$ cat src/inc/swr_pkg.sv
// Package of constants and types for the sleep, wake and reset-cause block.
package swr_pkg;

  // ---------------------------------------------------------------------------
  // Clock and timing
  // ---------------------------------------------------------------------------
  localparam int unsigned CLOCK_HZ = 125000000;
  localparam int unsigned HOLD_TIME_MS = 18;
  localparam int unsigned HOLD_CYCLES = (CLOCK_HZ / 1000) * HOLD_TIME_MS;
  localparam int unsigned WDOG_TIME_MS = 18;
  localparam int unsigned WDOG_CYCLES = (CLOCK_HZ / 1000) * WDOG_TIME_MS;
  localparam int unsigned CNT_W = 32;

  // ---------------------------------------------------------------------------
  // Register map (word offsets, word index on the bus)
  // ---------------------------------------------------------------------------
  localparam logic [3:0] ADDR_STATUS = 4'h0;
  localparam logic [3:0] ADDR_CONTROL = 4'h1;
  localparam logic [3:0] ADDR_IRQ_STATUS = 4'h2;
  localparam logic [3:0] ADDR_IRQ_ENABLE = 4'h3;
  localparam logic [3:0] ADDR_IRQ_CLEAR = 4'h4;
  localparam logic [3:0] ADDR_PRESCALE = 4'h5;

  // Status bit positions.
  localparam int unsigned BIT_POWERDOWN = 3;
  localparam int unsigned BIT_TIMEOUT = 4;
  localparam int unsigned BIT_SLEEPING = 5;
  localparam int unsigned BIT_CORE_RESET = 6;

  // Control bits (write-only strobes).
  localparam int unsigned BIT_SLEEP_CMD = 0;
  localparam int unsigned BIT_CLEAR_CMD = 1;

  // Interrupt event bits.
  localparam int unsigned IRQ_W = 4;
  localparam int unsigned EV_SLEEP = 0;
  localparam int unsigned EV_WDOG = 1;
  localparam int unsigned EV_PIN_WAKE = 2;
  localparam int unsigned EV_RUN_DONE = 3;

  localparam logic [7:0] PRESCALE_RESET = 8'h00;
  localparam logic [31:0] UNMAPPED_READ = 32'h0000_0000;

  typedef enum logic [1:0] {
    SWR_RUN,
    SWR_SLEEP,
    SWR_HOLD
  } swr_mode_t;

endpackage : swr_pkg

$ cat src/rtl/swr_sleep_wake.sv
// Sleep entry, wake-up, watchdog and reset-cause flag logic with an Avalon-MM slave.
//
// Chosen here: the Avalon-MM interface to the registers and the register offsets.

// What this block does
// [RULE1] Sleep instruction enters power-down state.
// [RULE2] Sleep entry sets active-low time-out flag.
// [RULE3] Sleep entry clears active-low power-down flag.
// [RULE4] Sleep clears enabled watchdog; it keeps counting.
// [RULE5] Sleep stops the main oscillator driver.
// [RULE6] Pins hold their pre-sleep state in sleep.
// [RULE7] Watchdog reset never drives the reset pin.
// [RULE8] Only pin or watchdog wakes, with full reset.
// [RULE9] Watchdog time-out clears time-out flag only.
// [RULE10] Watchdog clear sets both flags to one.
// [RULE11] Reset pin pulse leaves both flags unchanged.
// [RULE12] Flag pairs encode the four reset causes.
// [RULE13] Only four events may change the flags.
// [RULE14] Watchdog times out regardless of time-out flag.
// [RULE15] Sleep takes effect regardless of power-down flag.
// [RULE16] Every wake-up clears the watchdog counter.
// [RULE17] Watchdog time-out starts the 18 ms hold timer.
// [RULE18] Fuse at zero disables the watchdog entirely.
// [RULE19] Software writes never alter the two flags; here a CONTROL write of the sleep or clear bit does.
module swr_sleep_wake #(
  parameter int unsigned HOLD_CYCLES = swr_pkg::HOLD_CYCLES,
  parameter int unsigned WDOG_CYCLES = swr_pkg::WDOG_CYCLES,
  parameter int unsigned PIN_W = 12
) (
  // Clock and reset
  input wire logic clock_in,
  input wire logic resetn_in,
  // Avalon-MM slave
  input wire logic [3:0] avs_address_in,
  input wire logic avs_read_in,
  input wire logic avs_write_in,
  input wire logic [31:0] avs_writedata_in,
  input wire logic [3:0] avs_byteenable_in,
  output logic [31:0] avs_readdata_out,
  output logic avs_waitrequest_out,
  // Core commands and configuration
  input wire logic sleep_instr_in,
  input wire logic watchdog_clear_instr_in,
  input wire logic watchdog_enable_fuse_in,
  // External reset pin, active low, input only
  input wire logic ext_reset_pin_n_in,
  // Port pins requested by the core
  input wire logic [PIN_W-1:0] pin_value_in,
  input wire logic [PIN_W-1:0] pin_oe_n_in,
  // Outputs towards the chip
  output logic [PIN_W-1:0] pin_value_out,
  output logic [PIN_W-1:0] pin_oe_n_out,
  output logic osc_drive_enable_out,
  output logic core_reset_out,
  output logic timeout_flag_n_out,
  output logic powerdown_flag_n_out,
  output logic irq_out
);

  // ---------------------------------------------------------------------------
  // State
  // ---------------------------------------------------------------------------
  typedef struct packed {
    logic pin_meta;
    logic pin_sync;
    logic fuse_meta;
    logic fuse_sync;
    swr_pkg::swr_mode_t mode;
    logic [swr_pkg::CNT_W-1:0] watchdog_counter;
    logic [7:0] prescale;
    logic [7:0] pre_count;
    logic [swr_pkg::CNT_W-1:0] reset_hold_timer;
    logic timeout_flag_n;
    logic powerdown_flag_n;
    logic [swr_pkg::IRQ_W-1:0] irq_status;
    logic [swr_pkg::IRQ_W-1:0] irq_enable;
    logic [PIN_W-1:0] pin_value;
    logic [PIN_W-1:0] pin_oe_n;
    logic osc_on;
    logic core_reset;
    logic irq;
    logic [31:0] readdata;
    logic waitrequest;
  } swr_state_t;

  swr_state_t state;
  swr_state_t next_state;
  logic rst_meta;
  logic rst_n;

  // ---------------------------------------------------------------------------
  // Reset release
  // ---------------------------------------------------------------------------
  always_ff @(posedge clock_in or negedge resetn_in) begin
    if (!resetn_in) begin
      rst_meta <= 1'b0;
      rst_n <= 1'b0;
    end else begin
      rst_meta <= 1'b1;
      rst_n <= rst_meta;
    end
  end

  // Read decode is used for the bus answer only but kept as a function for clarity.
  function automatic logic [31:0] read_word(input swr_state_t s, input logic [3:0] addr);
    logic [31:0] w;
    w = swr_pkg::UNMAPPED_READ;
    case (addr)
      swr_pkg::ADDR_STATUS: begin
        w[swr_pkg::BIT_POWERDOWN] = s.powerdown_flag_n; // [RULE12]
        w[swr_pkg::BIT_TIMEOUT] = s.timeout_flag_n; // [RULE12]
        w[swr_pkg::BIT_SLEEPING] = (s.mode == swr_pkg::SWR_SLEEP);
        w[swr_pkg::BIT_CORE_RESET] = s.core_reset;
      end
      swr_pkg::ADDR_IRQ_STATUS: w[swr_pkg::IRQ_W-1:0] = s.irq_status;
      swr_pkg::ADDR_IRQ_ENABLE: w[swr_pkg::IRQ_W-1:0] = s.irq_enable;
      swr_pkg::ADDR_PRESCALE: w[7:0] = s.prescale;
      default: w = swr_pkg::UNMAPPED_READ;
    endcase
    return w;
  endfunction : read_word

  // ---------------------------------------------------------------------------
  // Next-state logic
  // ---------------------------------------------------------------------------
  always_comb begin
    logic wr;
    logic rd;
    logic sleep_cmd;
    logic clear_cmd;
    logic wd_on;
    logic wd_tick;
    logic wd_timeout;
    logic pin_low;
    logic [swr_pkg::IRQ_W-1:0] events;
    logic [swr_pkg::IRQ_W-1:0] clr;
    next_state = state;
    events = '0;
    clr = '0;
    // Bus accesses take two cycles: waitrequest drops in the cycle after the request.
    wr = avs_write_in && state.waitrequest;
    rd = avs_read_in && state.waitrequest;
    next_state.waitrequest = !((avs_read_in || avs_write_in) && state.waitrequest);
    next_state.readdata = rd ? read_word(state, avs_address_in) : state.readdata;

    next_state.pin_meta = ext_reset_pin_n_in;
    next_state.pin_sync = state.pin_meta;
    next_state.fuse_meta = watchdog_enable_fuse_in;
    next_state.fuse_sync = state.fuse_meta;
    pin_low = !state.pin_sync;
    wd_on = state.fuse_sync; // [RULE18]

    sleep_cmd = (sleep_instr_in
                 || (wr && avs_address_in == swr_pkg::ADDR_CONTROL && avs_byteenable_in[0]
                     && avs_writedata_in[swr_pkg::BIT_SLEEP_CMD]))
                && state.mode == swr_pkg::SWR_RUN; // [RULE15]
    clear_cmd = (watchdog_clear_instr_in
                 || (wr && avs_address_in == swr_pkg::ADDR_CONTROL && avs_byteenable_in[0]
                     && avs_writedata_in[swr_pkg::BIT_CLEAR_CMD]))
                && state.mode == swr_pkg::SWR_RUN;

    // Watchdog runs in every mode, independent of the time-out flag.
    wd_tick = wd_on && (state.pre_count == state.prescale);
    wd_timeout = wd_tick && (state.watchdog_counter == swr_pkg::CNT_W'(WDOG_CYCLES - 1)); // [RULE14]
    if (!wd_on) begin
      next_state.watchdog_counter = '0;
      next_state.pre_count = '0;
    end else begin
      next_state.pre_count = wd_tick ? 8'h00 : state.pre_count + 8'h01;
      if (wd_tick) begin
        next_state.watchdog_counter = wd_timeout ? '0 : state.watchdog_counter + 1'b1;
      end
    end

    case (state.mode)
      swr_pkg::SWR_RUN: begin
        if (wd_timeout) begin
          next_state.timeout_flag_n = 1'b0; // [RULE9]
          next_state.mode = swr_pkg::SWR_HOLD;
          next_state.reset_hold_timer = '0; // [RULE17]
          next_state.core_reset = 1'b1;
          events[swr_pkg::EV_WDOG] = 1'b1;
        end else if (pin_low) begin
          next_state.mode = swr_pkg::SWR_HOLD; // [RULE11]
          next_state.reset_hold_timer = '0;
          next_state.core_reset = 1'b1;
        end else if (sleep_cmd) begin
          next_state.mode = swr_pkg::SWR_SLEEP; // [RULE1]
          next_state.timeout_flag_n = 1'b1; // [RULE2]
          next_state.powerdown_flag_n = 1'b0; // [RULE3]
          next_state.watchdog_counter = '0; // [RULE4]
          next_state.pre_count = '0;
          next_state.osc_on = 1'b0; // [RULE5]
          events[swr_pkg::EV_SLEEP] = 1'b1;
        end else if (clear_cmd) begin
          next_state.timeout_flag_n = 1'b1; // [RULE10]
          next_state.powerdown_flag_n = 1'b1; // [RULE10]
          next_state.watchdog_counter = '0;
          next_state.pre_count = '0;
        end
        // Pins follow the core only while running, so sleep freezes them.
        next_state.pin_value = pin_value_in;
        next_state.pin_oe_n = pin_oe_n_in;
      end
      swr_pkg::SWR_SLEEP: begin
        // The pins keep the last values captured before sleep. [RULE6]
        if (wd_timeout || pin_low) begin // [RULE8]
          next_state.mode = swr_pkg::SWR_HOLD;
          next_state.reset_hold_timer = '0;
          next_state.core_reset = 1'b1;
          next_state.watchdog_counter = '0; // [RULE16]
          next_state.pre_count = '0;
          if (wd_timeout) begin
            next_state.timeout_flag_n = 1'b0; // [RULE9]
            events[swr_pkg::EV_WDOG] = 1'b1;
          end else begin
            events[swr_pkg::EV_PIN_WAKE] = 1'b1;
          end
        end
      end
      swr_pkg::SWR_HOLD: begin
        // The pin is only an input here; a watchdog reset stays internal. [RULE7]
        next_state.osc_on = 1'b1;
        next_state.pin_value = '0;
        next_state.pin_oe_n = '1;
        if (wd_timeout) begin
          next_state.timeout_flag_n = 1'b0; // [RULE9]
          next_state.reset_hold_timer = '0;
          events[swr_pkg::EV_WDOG] = 1'b1;
        end else if (pin_low) begin
          next_state.reset_hold_timer = '0;
        end else if (state.reset_hold_timer == swr_pkg::CNT_W'(HOLD_CYCLES - 1)) begin
          next_state.mode = swr_pkg::SWR_RUN; // [RULE17]
          next_state.core_reset = 1'b0;
          events[swr_pkg::EV_RUN_DONE] = 1'b1;
        end else begin
          next_state.reset_hold_timer = state.reset_hold_timer + 1'b1;
        end
      end
      default: begin
        next_state.mode = swr_pkg::SWR_HOLD;
        next_state.core_reset = 1'b1;
      end
    endcase

    // Any cycle that puts the core into reset also restarts the oscillator and releases the pins.
    // Doing it on the same edge keeps the pins from moving while the oscillator still reads off.
    if (next_state.core_reset) begin
      next_state.osc_on = 1'b1;
      next_state.pin_value = '0;
      next_state.pin_oe_n = '1;
    end

    // Status writes do not reach the flags; only the events above touch them. [RULE13] [RULE19]
    if (wr && avs_byteenable_in[0]) begin
      if (avs_address_in == swr_pkg::ADDR_IRQ_ENABLE) begin
        next_state.irq_enable = avs_writedata_in[swr_pkg::IRQ_W-1:0];
      end
      if (avs_address_in == swr_pkg::ADDR_IRQ_CLEAR) begin
        clr = avs_writedata_in[swr_pkg::IRQ_W-1:0];
      end
      if (avs_address_in == swr_pkg::ADDR_PRESCALE) begin
        next_state.prescale = avs_writedata_in[7:0];
      end
    end
    // A new event wins over a clear in the same cycle.
    next_state.irq_status = (state.irq_status & ~clr) | events;
    next_state.irq = |(next_state.irq_status & next_state.irq_enable);
  end

  // ---------------------------------------------------------------------------
  // Registers
  // ---------------------------------------------------------------------------
  always_ff @(posedge clock_in or negedge rst_n) begin
    if (!rst_n) begin
      // Power-up: both flags read one, core held until the hold timer expires.
      state <= '0;
      state.mode <= swr_pkg::SWR_HOLD;
      state.timeout_flag_n <= 1'b1; // [RULE12]
      state.powerdown_flag_n <= 1'b1; // [RULE12]
      state.prescale <= swr_pkg::PRESCALE_RESET;
      state.pin_oe_n <= '1;
      state.osc_on <= 1'b1;
      state.core_reset <= 1'b1;
      state.waitrequest <= 1'b1;
    end else begin
      state <= next_state;
    end
  end

  // ---------------------------------------------------------------------------
  // Outputs
  // ---------------------------------------------------------------------------
  assign avs_readdata_out = state.readdata;
  assign avs_waitrequest_out = state.waitrequest;
  assign pin_value_out = state.pin_value;
  assign pin_oe_n_out = state.pin_oe_n;
  assign osc_drive_enable_out = state.osc_on;
  assign core_reset_out = state.core_reset;
  assign timeout_flag_n_out = state.timeout_flag_n;
  assign powerdown_flag_n_out = state.powerdown_flag_n;
  assign irq_out = state.irq;

endmodule : swr_sleep_wake

$ cat config.mk
export PLATFORM = sky130hd
export DESIGN_NAME = swr_sleep_wake
export DESIGN_NICKNAME = d
export VERILOG_FILES = /design/src/inc/swr_pkg.sv /design/src/rtl/swr_sleep_wake.sv
export SDC_FILE = /design/constraint.sdc
export NUM_CORES = 1
export LEC_CHECK = 0
export BUFFER_PORTS_ARGS = -buffer_cell sky130_fd_sc_hd__buf_4
export CAP_MARGIN = 10
export CELL_PAD_IN_SITES_DETAIL_PLACEMENT = 0
export CELL_PAD_IN_SITES_GLOBAL_PLACEMENT = 1
export CORE_MARGIN = 2
export CORE_UTILIZATION = 43
export CTS_CLUSTER_SIZE = 24
export DETAILED_ROUTE_END_ITERATION = 10
export GPL_TIMING_DRIVEN = 0
export PLACE_DENSITY_LB_ADDON = 0.1
export SYNTH_ARGS = -nofsm -noshare
export SYNTH_HDL_FRONTEND = slang
export SYNTH_SLANG_ARGS = --single-unit
export TNS_END_PERCENT = 50
$ cat constraint.sdc
create_clock -name clock_in -period 4.6 [get_ports clock_in]
set_input_delay 0.69 -clock clock_in [delete_from_list [all_inputs] [get_ports clock_in]]
set_output_delay 0.69 -clock clock_in [all_outputs]
set_load 0.02 [all_outputs]
==> summary.md, run 1 <==
| Metric | Value |
|---|---|
| Share of the yosys chip area belonging to registers | `44.1%` |
| Antenna violations before repair | `0` |
| Bufs on Longest Clock Path | `2` |
| Global-route usage over all layers | `21.2%` |
| Total power divided by cell area | `319 mW/mm^2` |
| Crit-path slowest cell | `a21oi_1` |
| Placed cell count | `1141` |
| Initial DRT Pass Iterations | `5` |
| Design Area, Final | `0.00931 sq mm` |
| Leak Pwr | `3.90 nW` |
| Die Span X | `137 microns` |
| Startpoint of the most critical register-to-register path | `state[102]` |
| I/O Buffers | `81` |
| DP Area | `0.00869 sq mm` |
| CP endpoint kind | `flip-flop` |
| Die Area | `0.0189 sq mm` |
| Wire length of the first global-routing pass | `31200 microns` |
| Hold slack | `0.0396 ns` |
| Average cell area after synthesis | `9.45 sq um` |
| Clock period minus final worst setup slack | `2.84 ns` |
| Hold_buf cts | `0` |
| Number of enable-type register cells in the synthesized netlist | `0` |
| Site row count | `48` |
| Biggest fanout along the worst timing path | `10` |
| Sequential cell area | `0.00338 sq mm` |
| Number of gates resized after CTS | `0` |
| Unrepaired setup endpoints after global routing | `no` |
| Post-Syn Area | `0.00765 sq mm` |
| CTS buffer count | `17` |
| Post-synth top cells | `dfrtp_1 (116), nor2_1 (87), nand3_1 (59)` |
| Number of global-route vias before repair | `6159` |
| Fraction of the cycle the final worst path needs | `61.8%` |
| Crit path arrival time | `3.18 ns` |
| Top cell family by delay on the critical path | `simple AND/OR/NAND/NOR gates` |
| Antenna cells | `0` |
| Run status | `completed` |
| Area growth syn-to-layout | `21.6%` |
| CP Class | `flip-flop to flip-flop` |
| Reg-to-reg setup timing slack | `1.76 ns` |
| Setup skew after layout | `0.00808 ns` |
| Reg-to-reg critical path endpoint | `state[77]` |
| Setup crit start kind | `flip-flop` |
| Share of layout cells above drive strength 1 | `23.5%` |
| Count of pins on the block boundary | `134` |
| DRT iter0 DRCs | `412` |
| Slew Limit Headroom | `39.7%` |
| Layout net count | `1014` |
| Multi-input gate area in the final layout | `0.00365 sq mm` |
| Number of levels in the clock H-tree | `4` |
| Half-perimeter wire length after placement | `13900 microns` |
| Final instance count without filler cells | `1173` |
| Maximum number of pins on one net before global-route repair | `56` |
| CTS tree | `done` |
| DRC violation count after routing | `0` |
| Synth cell types | `71` |
| Initial core utilization | `44.1%` |
| Root buf cell | `clkbuf_16` |
| Buffer count from post-CTS setup fixing | `0` |
| Required time of the worst setup path | `4.94 ns` |
| Number of storage elements in the synthesis netlist | `134` |
| Clock sinks | `134` |
| Vias per Instance | `5.33` |
| Design Power | `2.97 mW` |
| Path category of the worst min-delay check | `primary input to async pin` |
| Cell type with the largest total area after synthesis | `dfrtp_1` |
| Number of max-slew violations in the final report | `0` |
| CP peak stage delay | `0.51 ns` |
| Slew at the pin with the worst max-slew slack | `0.896 ns` |
| Overall die height | `137 microns` |
| Number of routed nets with antenna violations | `0` |
| Yosys top cell area share | `37.9%` |
| Final RePlAce weighted congestion | `0.842` |
| Total wirelength of the detailed-routed design | `19200 microns` |
| Post-CTS clock slew at the launch and capture registers of the worst setup and hold paths | `0.06 ns` |
| Hold Vio Cnt, Final | `0` |
| Fraction of registers with async set/reset | `100%` |
| Buffering stage count on the worst path with inverters included | `2` |
| Number of fill cells | `1617` |
| Global-route congestion overflow total | `0` |
| Routed wire length per instance | `16.4 microns` |
| Later-pin clock latency in the skew report | `0.42 ns` |
| Total core area | `0.0174 sq mm` |
| Most common cell in the netlist | `dfrtp_1` |
| Max capacitance violation total | `0` |
| Prevailing post-synth register cell | `dfrtp_1` |
| Cell types occupying the most area after synthesis | `dfrtp_1 (38%), dfstp_2 (6.2%), buf_4 (5.5%)` |
| Register-to-Register Path Depth | `8` |
| Worst voltage drop across the vdd grid | `0.327 mV` |
| Count of mapped cells out of synthesis | `810` |
| Total number of yosys warnings | `0` |
| Setup-violating endpoint count in the final report | `0` |
| Peak clock frequency supported by timing | `352 MHz` |
| Number of vias after detailed routing | `6250` |
| Series of cell instances along the critical path | `xnor2_1, and4_1, and3_1, clkbuf_1, a21oi_1, buf_2, nand2_1, o22ai_1` |
==> through the flow <==
stage          worst slack, ns  util (%)  setup TNS (ns)
6_report                  1.76      53.6               0
5_1_grt                   1.53      53.6               0
4_1_cts                   1.75      53.6               0
3_5_place_dp              1.50      50.1               0
3_3_place_gp             -1.09      49.7         -123.69
2_1_floorplan            0.622         -               0
==> registers in the layout (all words and copies together) (netlist names), 2 cells and up <==
name,count
state,92
pin_oe_n_out,12
pin_value_out,12
avs_readdata_out,8
next_state,2
==> final cells by class <==
type | instances | share of cell area (%)
Buffer | 97 | 6.39
Clock buffer | 19 | 4.76
Clock inverter | 13 | 1.86
Inverter | 31 | 1.25
Multi-Input combinational cell | 571 | 39.3
Sequential cell | 134 | 36.3
Tap cell | 225 | 3.03
Timing Repair Buffer | 83 | 7.13
==> worst max path at each step <==
stage	from	to	slack [ns]	cells after the start
6_report	state[102]	state[77]	1.76	8
5_1_grt	state[102]	state[70]	1.53	8
4_1_cts	state[102]	state[70]	1.75	8
3_5_place_dp	avs_address_in[1]	state[133]	1.50	8
3_3_place_gp	rst_n	state[126]	-1.09	0
2_1_floorplan	rst_n	avs_readdata_out[0]	0.62	0
==> logic make-up (layout without fill, tap and decap cells) <==
| group | Yosys count | after routing | synth area share [%] |
|---|---|---|---|
| compound gates | 109 | 109 | 10.9 |
| simple gates | 334 | 334 | 22.4 |
| flops | 134 | 134 | 44.1 |
| other cells | 2 | 25 | 0.0981 |
| mux | 52 | 52 | 7.01 |
| buf+inv | 128 | 243 | 9.28 |
| fa+ha+maj | 7 | 7 | 1.14 |
| xor+xnor | 44 | 44 | 5.03 |
==> cell usage in the layout, fill, tap and decap left out, types with 25 or more instances in the layout <==
| cell | netlist | layout |
|---|---|---|
| nand4_1 | 25 | 25 |
| clkbuf_1 | 33 | 34 |
| inv_1 | 31 | 31 |
| xnor2_1 | 29 | 29 |
| dfrtp_1 | 116 | 115 |
| buf_4 | 56 | 137 |
| mux2i_1 | 39 | 39 |
| conb_1 | 2 | 25 |
| a211oi_1 | 28 | 28 |
| nand3_1 | 59 | 59 |
| nand2_1 | 58 | 58 |
| nor2_1 | 87 | 87 |
==> power by group <==
| part | switching [mW] | internal, mW |
|---|---|---|
| clock | 0.546 | 0.874 |
| sequential | 0.0449 | 1.22 |
| combinational | 0.159 | 0.123 |
| total | 0.749 | 2.22 |
==> layer usage <==
| metal | GRT usage, % | up-vias | share of wire [%] |
|---|---|---|---|
| met4 | 6.76 | 0 | 1.3 |
| met2 | 34.8 | 116 | 50 |
| met5 | 0 | - | 0 |
| met1 | 28.3 | 3050 | 45 |
| li1 | - | 3065 | - |
| met3 | 4.19 | 19 | 3.8 |
Note: power is estimated with default switching activity, not from simulation.
==> inputs of run 2 (changes only) <==
==> constraint.sdc (replaced) <==
create_clock -name clock_in -period 2.9 [get_ports clock_in]
set_input_delay 0.435 -clock clock_in [delete_from_list [all_inputs] [get_ports clock_in]]
set_output_delay 0.435 -clock clock_in [all_outputs]
set_load 0.02 [all_outputs]
==> run 2 against run 1 <==
Effect of this change:
- sequential cell count is the same
- final area grew 1.1%
- count of clock-buffer cells in the layout rose by 1
- first-iteration DRC count is 19% lower
- maximum frequency increased by 2.8%
- utilization increased by 0.57 points
==> summary.md, run 2 (same netlist as run 1, synthesis figures left out) <==
| Metric | Value |
|---|---|
| Routed wire length per instance | `16.7 microns (was 16.4 microns)` |
| CTS tree | `done (unchanged)` |
| Setup crit start kind | `flip-flop (unchanged)` |
| Layout net count | `1015 (was 1014)` |
| Setup-violating endpoint count in the final report | `0 (unchanged)` |
| Most common library cell in the layout ignoring fill and taps | `buf_4 (unchanged)` |
| Root buf cell | `clkbuf_16 (unchanged)` |
| Site row count | `48 (unchanged)` |
| Setup skew after layout | `0.00963 ns (was 0.00808 ns)` |
| Post-CTS clock slew at the launch and capture registers of the worst setup and hold paths | `0.06 ns (about the same)` |
| Vias per Instance | `5.43 (was 5.33)` |
| Required time of the worst setup path | `3.21 ns (was 4.94 ns)` |
| CTS buffer count | `17 (unchanged)` |
| Leak Pwr | `3.96 nW (was 3.90 nW)` |
| Die Area | `0.0189 sq mm (unchanged)` |
| CP endpoint kind | `flip-flop (unchanged)` |
| Peak clock frequency supported by timing | `362 MHz (was 352 MHz)` |
| I/O Buffers | `81 (unchanged)` |
| Initial core utilization | `44.1% (unchanged)` |
| Total wirelength of the detailed-routed design | `19600 microns (was 19200 microns)` |
| Antenna violations before repair | `0 (unchanged)` |
| Clock period minus final worst setup slack | `2.76 ns (was 2.84 ns)` |
| Reg with most FFs | `state (unchanged)` |
| Worst voltage drop across the vdd grid | `0.446 mV (was 0.327 mV)` |
| Share of total power in the clock network | `51.1% (was 47.8%)` |
| Switching Fraction | `23.2% (was 25.3%)` |
| Area growth syn-to-layout | `22.9% (was 21.6%)` |
| Antenna cells | `0 (unchanged)` |
| Number of max-slew violations in the final report | `0 (unchanged)` |
| Maximum number of pins on one net before global-route repair | `59 (was 56)` |
| Placed cell count | `1141 (unchanged)` |
| Count of pins on the block boundary | `134 (unchanged)` |
| Global-route usage over all layers | `21.5% (was 21.2%)` |
| Clock sinks | `134 (unchanged)` |
| Total core area | `0.0174 sq mm (unchanged)` |
| Max capacitance violation total | `0 (unchanged)` |
| Number of levels in the clock H-tree | `4 (unchanged)` |
| Total power divided by cell area | `534 mW/mm^2 (was 319 mW/mm^2)` |
| Final RePlAce weighted congestion | `0.864 (was 0.842)` |
| Biggest fanout along the worst timing path | `10 (unchanged)` |
| Global-route congestion overflow total | `0 (unchanged)` |
| Number of vias after detailed routing | `6372 (was 6250)` |
| Slew Limit Headroom | `40.7% (was 39.7%)` |
| Crit path arrival time | `3.07 ns (was 3.18 ns)` |
| Run status | `completed (unchanged)` |
| Overall die height | `137 microns (unchanged)` |
| Switching component of the power | `1.17 mW (was 0.749 mW)` |
| Half-perimeter wire length after placement | `14000 microns (was 13900 microns)` |
| Highest-count cells in the layout ignoring fill and taps | `buf_4 (137), dfrtp_1 (115), nor2_1 (87) (unchanged)` |
| CP Class | `flip-flop to flip-flop (unchanged)` |
| Initial DRT Pass Iterations | `5 (unchanged)` |
| DRT iter0 DRCs | `332 (was 412)` |
| Share of layout cells above drive strength 1 | `23.8% (was 23.5%)` |
| Bufs on Longest Clock Path | `2 (unchanged)` |
| Design internal power | `3.86 mW (was 2.22 mW)` |
| DRC violation count after routing | `0 (unchanged)` |
| Number of global-route vias before repair | `6266 (was 6159)` |
| Total Negative Setup Slacks | `0 ns (unchanged)` |
| Final instance count without filler cells | `1174 (was 1173)` |
| Part of the total power dissipated in sequential elements | `40.0% (was 42.7%)` |
| Path category of the worst min-delay check | `primary input to flip-flop (was primary input to async pin)` |
| Largest register FFs | `92 (unchanged)` |
| Combinational share of power | `9.0% (was 9.5%)` |
| Number of routed nets with antenna violations | `0 (unchanged)` |
| Later-pin clock latency in the skew report | `0.43 ns (was 0.42 ns)` |
| Wire length of the first global-routing pass | `31700 microns (was 31200 microns)` |
| Slew at the pin with the worst max-slew slack | `0.877 ns (was 0.896 ns)` |
| Die Span X | `137 microns (unchanged)` |
| Unrepaired setup endpoints after global routing | `yes (was no)` |
| Hold Vio Cnt, Final | `0 (unchanged)` |
| Fraction of the cycle the final worst path needs | `95.3% (was 61.8%)` |
| Design Power | `5.02 mW (was 2.97 mW)` |
==> run 2: cell types whose count changed in the layout (fill, tap and decap cells not counted), sizes merged <==
cell         before  now
clkbuf           52   53
inv              34   32
clkinvlp          4    2
dlygate4sd3       0    1
bufinv            3    7
clkinv            3    2
==> run 2: timing repair <==
action,4_1_cts,5_1_grt
setup endpoints to repair,0,39
buffers inserted,0,0
hold buffers,1,0
hold endpoints to repair,2,0
gates resized for setup,0,9
==> run 2: path summary, 6_finish.rpt <==
path	startpoint	end	slack, ns	depth (start not counted)
worst max register to register	state[131]	pin_value_out[7]	0.14	8
worst min register to register	rst_n	state[90]	0.27	0
min in group asynchronous	rst_n	state[90]	0.27	0
worst max-delay path	state[131]	pin_value_out[7]	0.14	8
max in group asynchronous	rst_n	timeout_flag_n_out	1.67	2
worst min-delay path	watchdog_enable_fuse_in	next_state[152]	0.11	1
==> run 2: area by class of cell <==
type | instances | area [sq um]
well taps | 225 | 282
fillers | 1598 | 7950
clock buffers | 20 | 447
repair buffers | 84 | 673
inverters | 31 | 116
plain buffers | 97 | 601
flip-flops and latches | 134 | 3380
clock inverters | 12 | 248
multi-input cells | 571 | 3660
==> run 2: power groups by stage <==
stage                     Clock [mW]  Sequential, mW  Combinational, mW
after floorplan                    0            2.04              0.281
after detailed placement           0            2.04              0.449
after CTS                       2.60            2.01              0.451
after global routing            2.70            2.02              0.497
after global placement             0            2.07              0.403
final                           2.57            2.01              0.450
==> run 2: worst max-delay path, cell delays in order, from the launching register on <==
cell and delay, ns:
dfrtp_1 0.37, buf_6 0.13, nand4bb_1 0.18, or4_4 0.52, nor4_4 0.50, a211oi_1 0.20, o21ai_0 0.37, buf_2 0.30
nor2_1 0.08
==> run 2: metal layers <==
metal / global-route usage (%) / part of all wire [%] / up-vias
met5: 0 / 0 / -
met4: 7.56 / 1.6 / 0
met3: 4.78 / 4.7 / 27
met2: 35.4 / 50 / 164
met1: 27.8 / 44 / 3123
li1: - / - / 3058
==> run 2: metrics by stage <==
stage | util (%) | setup WS (ns) | hold WS (ns) | instance area (sq um)
after floorplan | - | 0.533 | 0.139 | 7740
after global placement | 49.7 | -0.213 | 0.218 | 8630
after detailed placement | 50.1 | 0.0131 | 0.218 | 8690
after CTS | 54.1 | 0.0930 | 0.106 | 9390
after global routing | 54.2 | -0.0703 | 0.103 | 9400
final | 54.2 | 0.137 | 0.114 | 9400
==> inputs of run 3 (changes only) <==
--- a/config.mk
+++ b/config.mk
@@ -13,7 +13,6 @@
 export CORE_UTILIZATION = 43
 export CTS_CLUSTER_SIZE = 24
 export DETAILED_ROUTE_END_ITERATION = 10
-export GPL_TIMING_DRIVEN = 0
 export PLACE_DENSITY_LB_ADDON = 0.1
 export SYNTH_ARGS = -nofsm -noshare
 export SYNTH_HDL_FRONTEND = slang
==> run 3 against run 2 <==
Effect of this change:
- via count is 3.2% lower
- clock power is 16% lower
- final area is 3.6% lower
- clock skew hardly changed
- global-route usage is 1.1 points lower
- largest power group unchanged
- sequential share of layout area is 1.3 points higher
- worst hold slack better by 0.0060 ns
- total power is 8.5% lower
- count of clock-buffer cells in the layout is 1 higher
- utilization is 1.9 points lower
==> summary.md, run 3 (same netlist as run 1, synthesis figures left out) <==
| Metric | Value |
|---|---|
| Slew at the pin with the worst max-slew slack | `0.869 ns (was 0.877 ns)` |
| Setup-violating endpoint count in the final report | `0 (unchanged)` |
| Overall die height | `137 microns (unchanged)` |
| Buffering stage count on the worst path with inverters included | `1 (was 2)` |
| Biggest fanout along the worst timing path | `14 (was 10)` |
| Largest register FFs | `92 (unchanged)` |
| Total core area | `0.0174 sq mm (unchanged)` |
| Crit-path slowest cell | `a211oi_4 (was or4_4)` |
| Path category of the worst min-delay check | `primary input to flip-flop (unchanged)` |
| Post-CTS clock slew at the launch and capture registers of the worst setup and hold paths | `0.06 ns (about the same)` |
| Register-to-Register Path Depth | `7 (was 8)` |
| Part of the total power dissipated in sequential elements | `43.7% (was 40.0%)` |
| Antenna violations before repair | `0 (unchanged)` |
| CTS tree | `done (unchanged)` |
| Required time of the worst setup path | `3.23 ns (was 3.21 ns)` |
| Total power divided by cell area | `507 mW/mm^2 (was 534 mW/mm^2)` |
| Wire length of the first global-routing pass | `30300 microns (was 31700 microns)` |
| Final RePlAce weighted congestion | `0.794 (was 0.864)` |
| Fraction of the cycle the final worst path needs | `92.9% (was 95.3%)` |
| Global-route usage over all layers | `20.4% (was 21.5%)` |
| Bufs on Longest Clock Path | `2 (unchanged)` |
| CTS buffer count | `17 (unchanged)` |
| Run status | `completed (unchanged)` |
| Reg-to-reg critical path endpoint | `state[101] (was pin_value_out[7])` |
| Number of routed nets with antenna violations | `0 (unchanged)` |
| Vias per Instance | `5.48 (was 5.43)` |
| CP endpoint | `state[101] (was pin_value_out[7])` |
| Max capacitance violation total | `0 (unchanged)` |
| Initial DRT Pass Iterations | `5 (unchanged)` |
| Design internal power | `3.45 mW (was 3.86 mW)` |
| Die Span X | `137 microns (unchanged)` |
| Setup crit start kind | `flip-flop (unchanged)` |
| Startpoint of the most critical register-to-register path | `state[77] (was state[131])` |
| Number of max-slew violations in the final report | `0 (unchanged)` |
| Design Power | `4.60 mW (was 5.02 mW)` |
| CP endpoint kind | `flip-flop (unchanged)` |
| Total wirelength of the detailed-routed design | `18900 microns (was 19600 microns)` |
| DRC violation count after routing | `0 (unchanged)` |
| Antenna cells | `0 (unchanged)` |
| I/O Buffers | `82 (was 81)` |
| Crit path arrival time | `3.03 ns (was 3.07 ns)` |
| Number of global-route vias before repair | `5949 (was 6266)` |
| Share of total power in the clock network | `47.0% (was 51.1%)` |
| Reg with most FFs | `state (unchanged)` |
| Total Negative Setup Slacks | `0 ns (unchanged)` |
| Switching component of the power | `1.15 mW (was 1.17 mW)` |
| Unrepaired setup endpoints after global routing | `no (was yes)` |
| Top cell family by delay on the critical path | `compound AO/OA/AOI/OAI gates (was simple AND/OR/NAND/NOR gates)` |
| Leak Pwr | `3.79 nW (was 3.96 nW)` |
| Reg-to-reg setup timing slack | `0.21 ns (was 0.14 ns)` |
| Logic depth of the worst path, buffers included | `7 (was 8)` |
| Hold Vio Cnt, Final | `0 (unchanged)` |
| Die Area | `0.0189 sq mm (unchanged)` |
| Switching Fraction | `25.0% (was 23.2%)` |
| Count of pins on the block boundary | `134 (unchanged)` |
| Root buf cell | `clkbuf_16 (unchanged)` |
| Peak clock frequency supported by timing | `371 MHz (was 362 MHz)` |
| Global-route congestion overflow total | `0 (unchanged)` |
| Slew Limit Headroom | `42.0% (was 40.7%)` |
| Series of cell instances along the critical path | `nor4b_1, nand4_1, o31a_1, a211oi_4, buf_4, a211oi_1, mux2i_1 (was buf_6, nand4bb_1, or4_4, nor4_4, a211oi_1, o21ai_0, buf_2, nor2_1)` |
| Combinational share of power | `9.3% (was 9.0%)` |
| Worst voltage drop across the vdd grid | `0.471 mV (was 0.446 mV)` |
| Share of layout cells above drive strength 1 | `23.6% (was 23.8%)` |
| Clock sinks | `134 (unchanged)` |
| Later-pin clock latency in the skew report | `0.42 ns (was 0.43 ns)` |
| Highest-count cells in the layout ignoring fill and taps | `buf_4 (129), dfrtp_1 (115), nor2_1 (87) (was buf_4 (137), dfrtp_1 (115), nor2_1 (87))` |
| Setup skew after layout | `0.00938 ns (was 0.00963 ns)` |
| Launching element of the worst setup path | `state[77] (was state[131])` |
| Half-perimeter wire length after placement | `13300 microns (was 14000 microns)` |
| Number of levels in the clock H-tree | `4 (unchanged)` |
| Clock period minus final worst setup slack | `2.69 ns (was 2.76 ns)` |
| Routed wire length per instance | `16.8 microns (was 16.7 microns)` |
| Number of vias after detailed routing | `6168 (was 6372)` |
| Site row count | `48 (unchanged)` |
| Initial core utilization | `44.1% (unchanged)` |
| Area growth syn-to-layout | `18.5% (was 22.9%)` |
| Most common library cell in the layout ignoring fill and taps | `buf_4 (unchanged)` |
| CP peak stage delay | `0.59 ns (was 0.52 ns)` |
| Maximum number of pins on one net before global-route repair | `55 (was 59)` |
| Buffer count from post-CTS setup fixing | `0 (unchanged)` |
| Layout net count | `967 (was 1015)` |
| CP Class | `flip-flop to flip-flop (unchanged)` |
| DRT iter0 DRCs | `374 (was 332)` |
-- run 3: cell types whose count changed in the layout (fill, tap and decap cells not counted), moves of 4 or more --
| cell | delta |
|---|---|
| clkbuf_1 | -31 |
| buf_4 | -8 |
| buf_2 | -4 |
| bufinv_16 | -5 |
-- run 3: how the worst min path moves through the flow --
stage / startpoint / to / slack (ns) / cells past startpoint
floorplan: resetn_in / rst_meta / 0.14 / 0
global placement: resetn_in / rst_meta / 0.22 / 1
detailed placement: resetn_in / rst_meta / 0.22 / 1
CTS: ext_reset_pin_n_in / next_state[154] / 0.10 / 1
global route: ext_reset_pin_n_in / next_state[154] / 0.10 / 1
finish: ext_reset_pin_n_in / next_state[154] / 0.12 / 1
-- run 3: repair_timing --
| action | CTS | global route |
|---|---|---|
| setup endpoints to repair | 1 | 14 |
| gates cloned | 0 | 1 |
| endpoints found under the hold margin | 2 | 0 |
| pin swaps | 1 | 1 |
| hold buffers | 1 | 0 |
| resized for setup | 0 | 0 |
-- run 3: stage by stage --
stage	cell area [sq um]	worst slack, ns	cells	hold WS (ns)	utilization [%]
final	9070	0.207	1126	0.120	52.3
after global routing	9070	0.00248	1126	0.104	52.3
after CTS	9060	0.0491	1125	0.104	52.2
after detailed placement	8450	0.0229	1092	0.218	48.7
after global placement	8450	0.0389	1092	0.217	48.7
after floorplan	7740	0.533	833	0.139	-
-- run 3: power by group through the flow --
stage	Sequential (mW)	Combinational, mW	Clock [mW]
after global routing	2.02	0.471	2.30
after detailed placement	2.04	0.420	0
after floorplan	2.04	0.281	0
final	2.01	0.425	2.16
after CTS	2.01	0.424	2.21
after global placement	2.04	0.416	0
-- run 3: layout make-up --
type | count | area [sq um]
fillers | 1648 | 8290
well taps | 225 | 282
multi-input cells | 572 | 3680
clock inverters | 11 | 124
inverters | 31 | 116
repair buffers | 132 | 1020
flip-flops and latches | 134 | 3380
clock buffers | 21 | 470
-- run 3: per-layer routing --
metal  up-vias  part of all wire (%)  GRT usage [%]
li1       2967                     -              -
met1      3046                    45           26.8
met2       126                    49           33.4
met3        29                   3.6           4.01
met4         0                   2.1           7.56
met5         -                     0              0
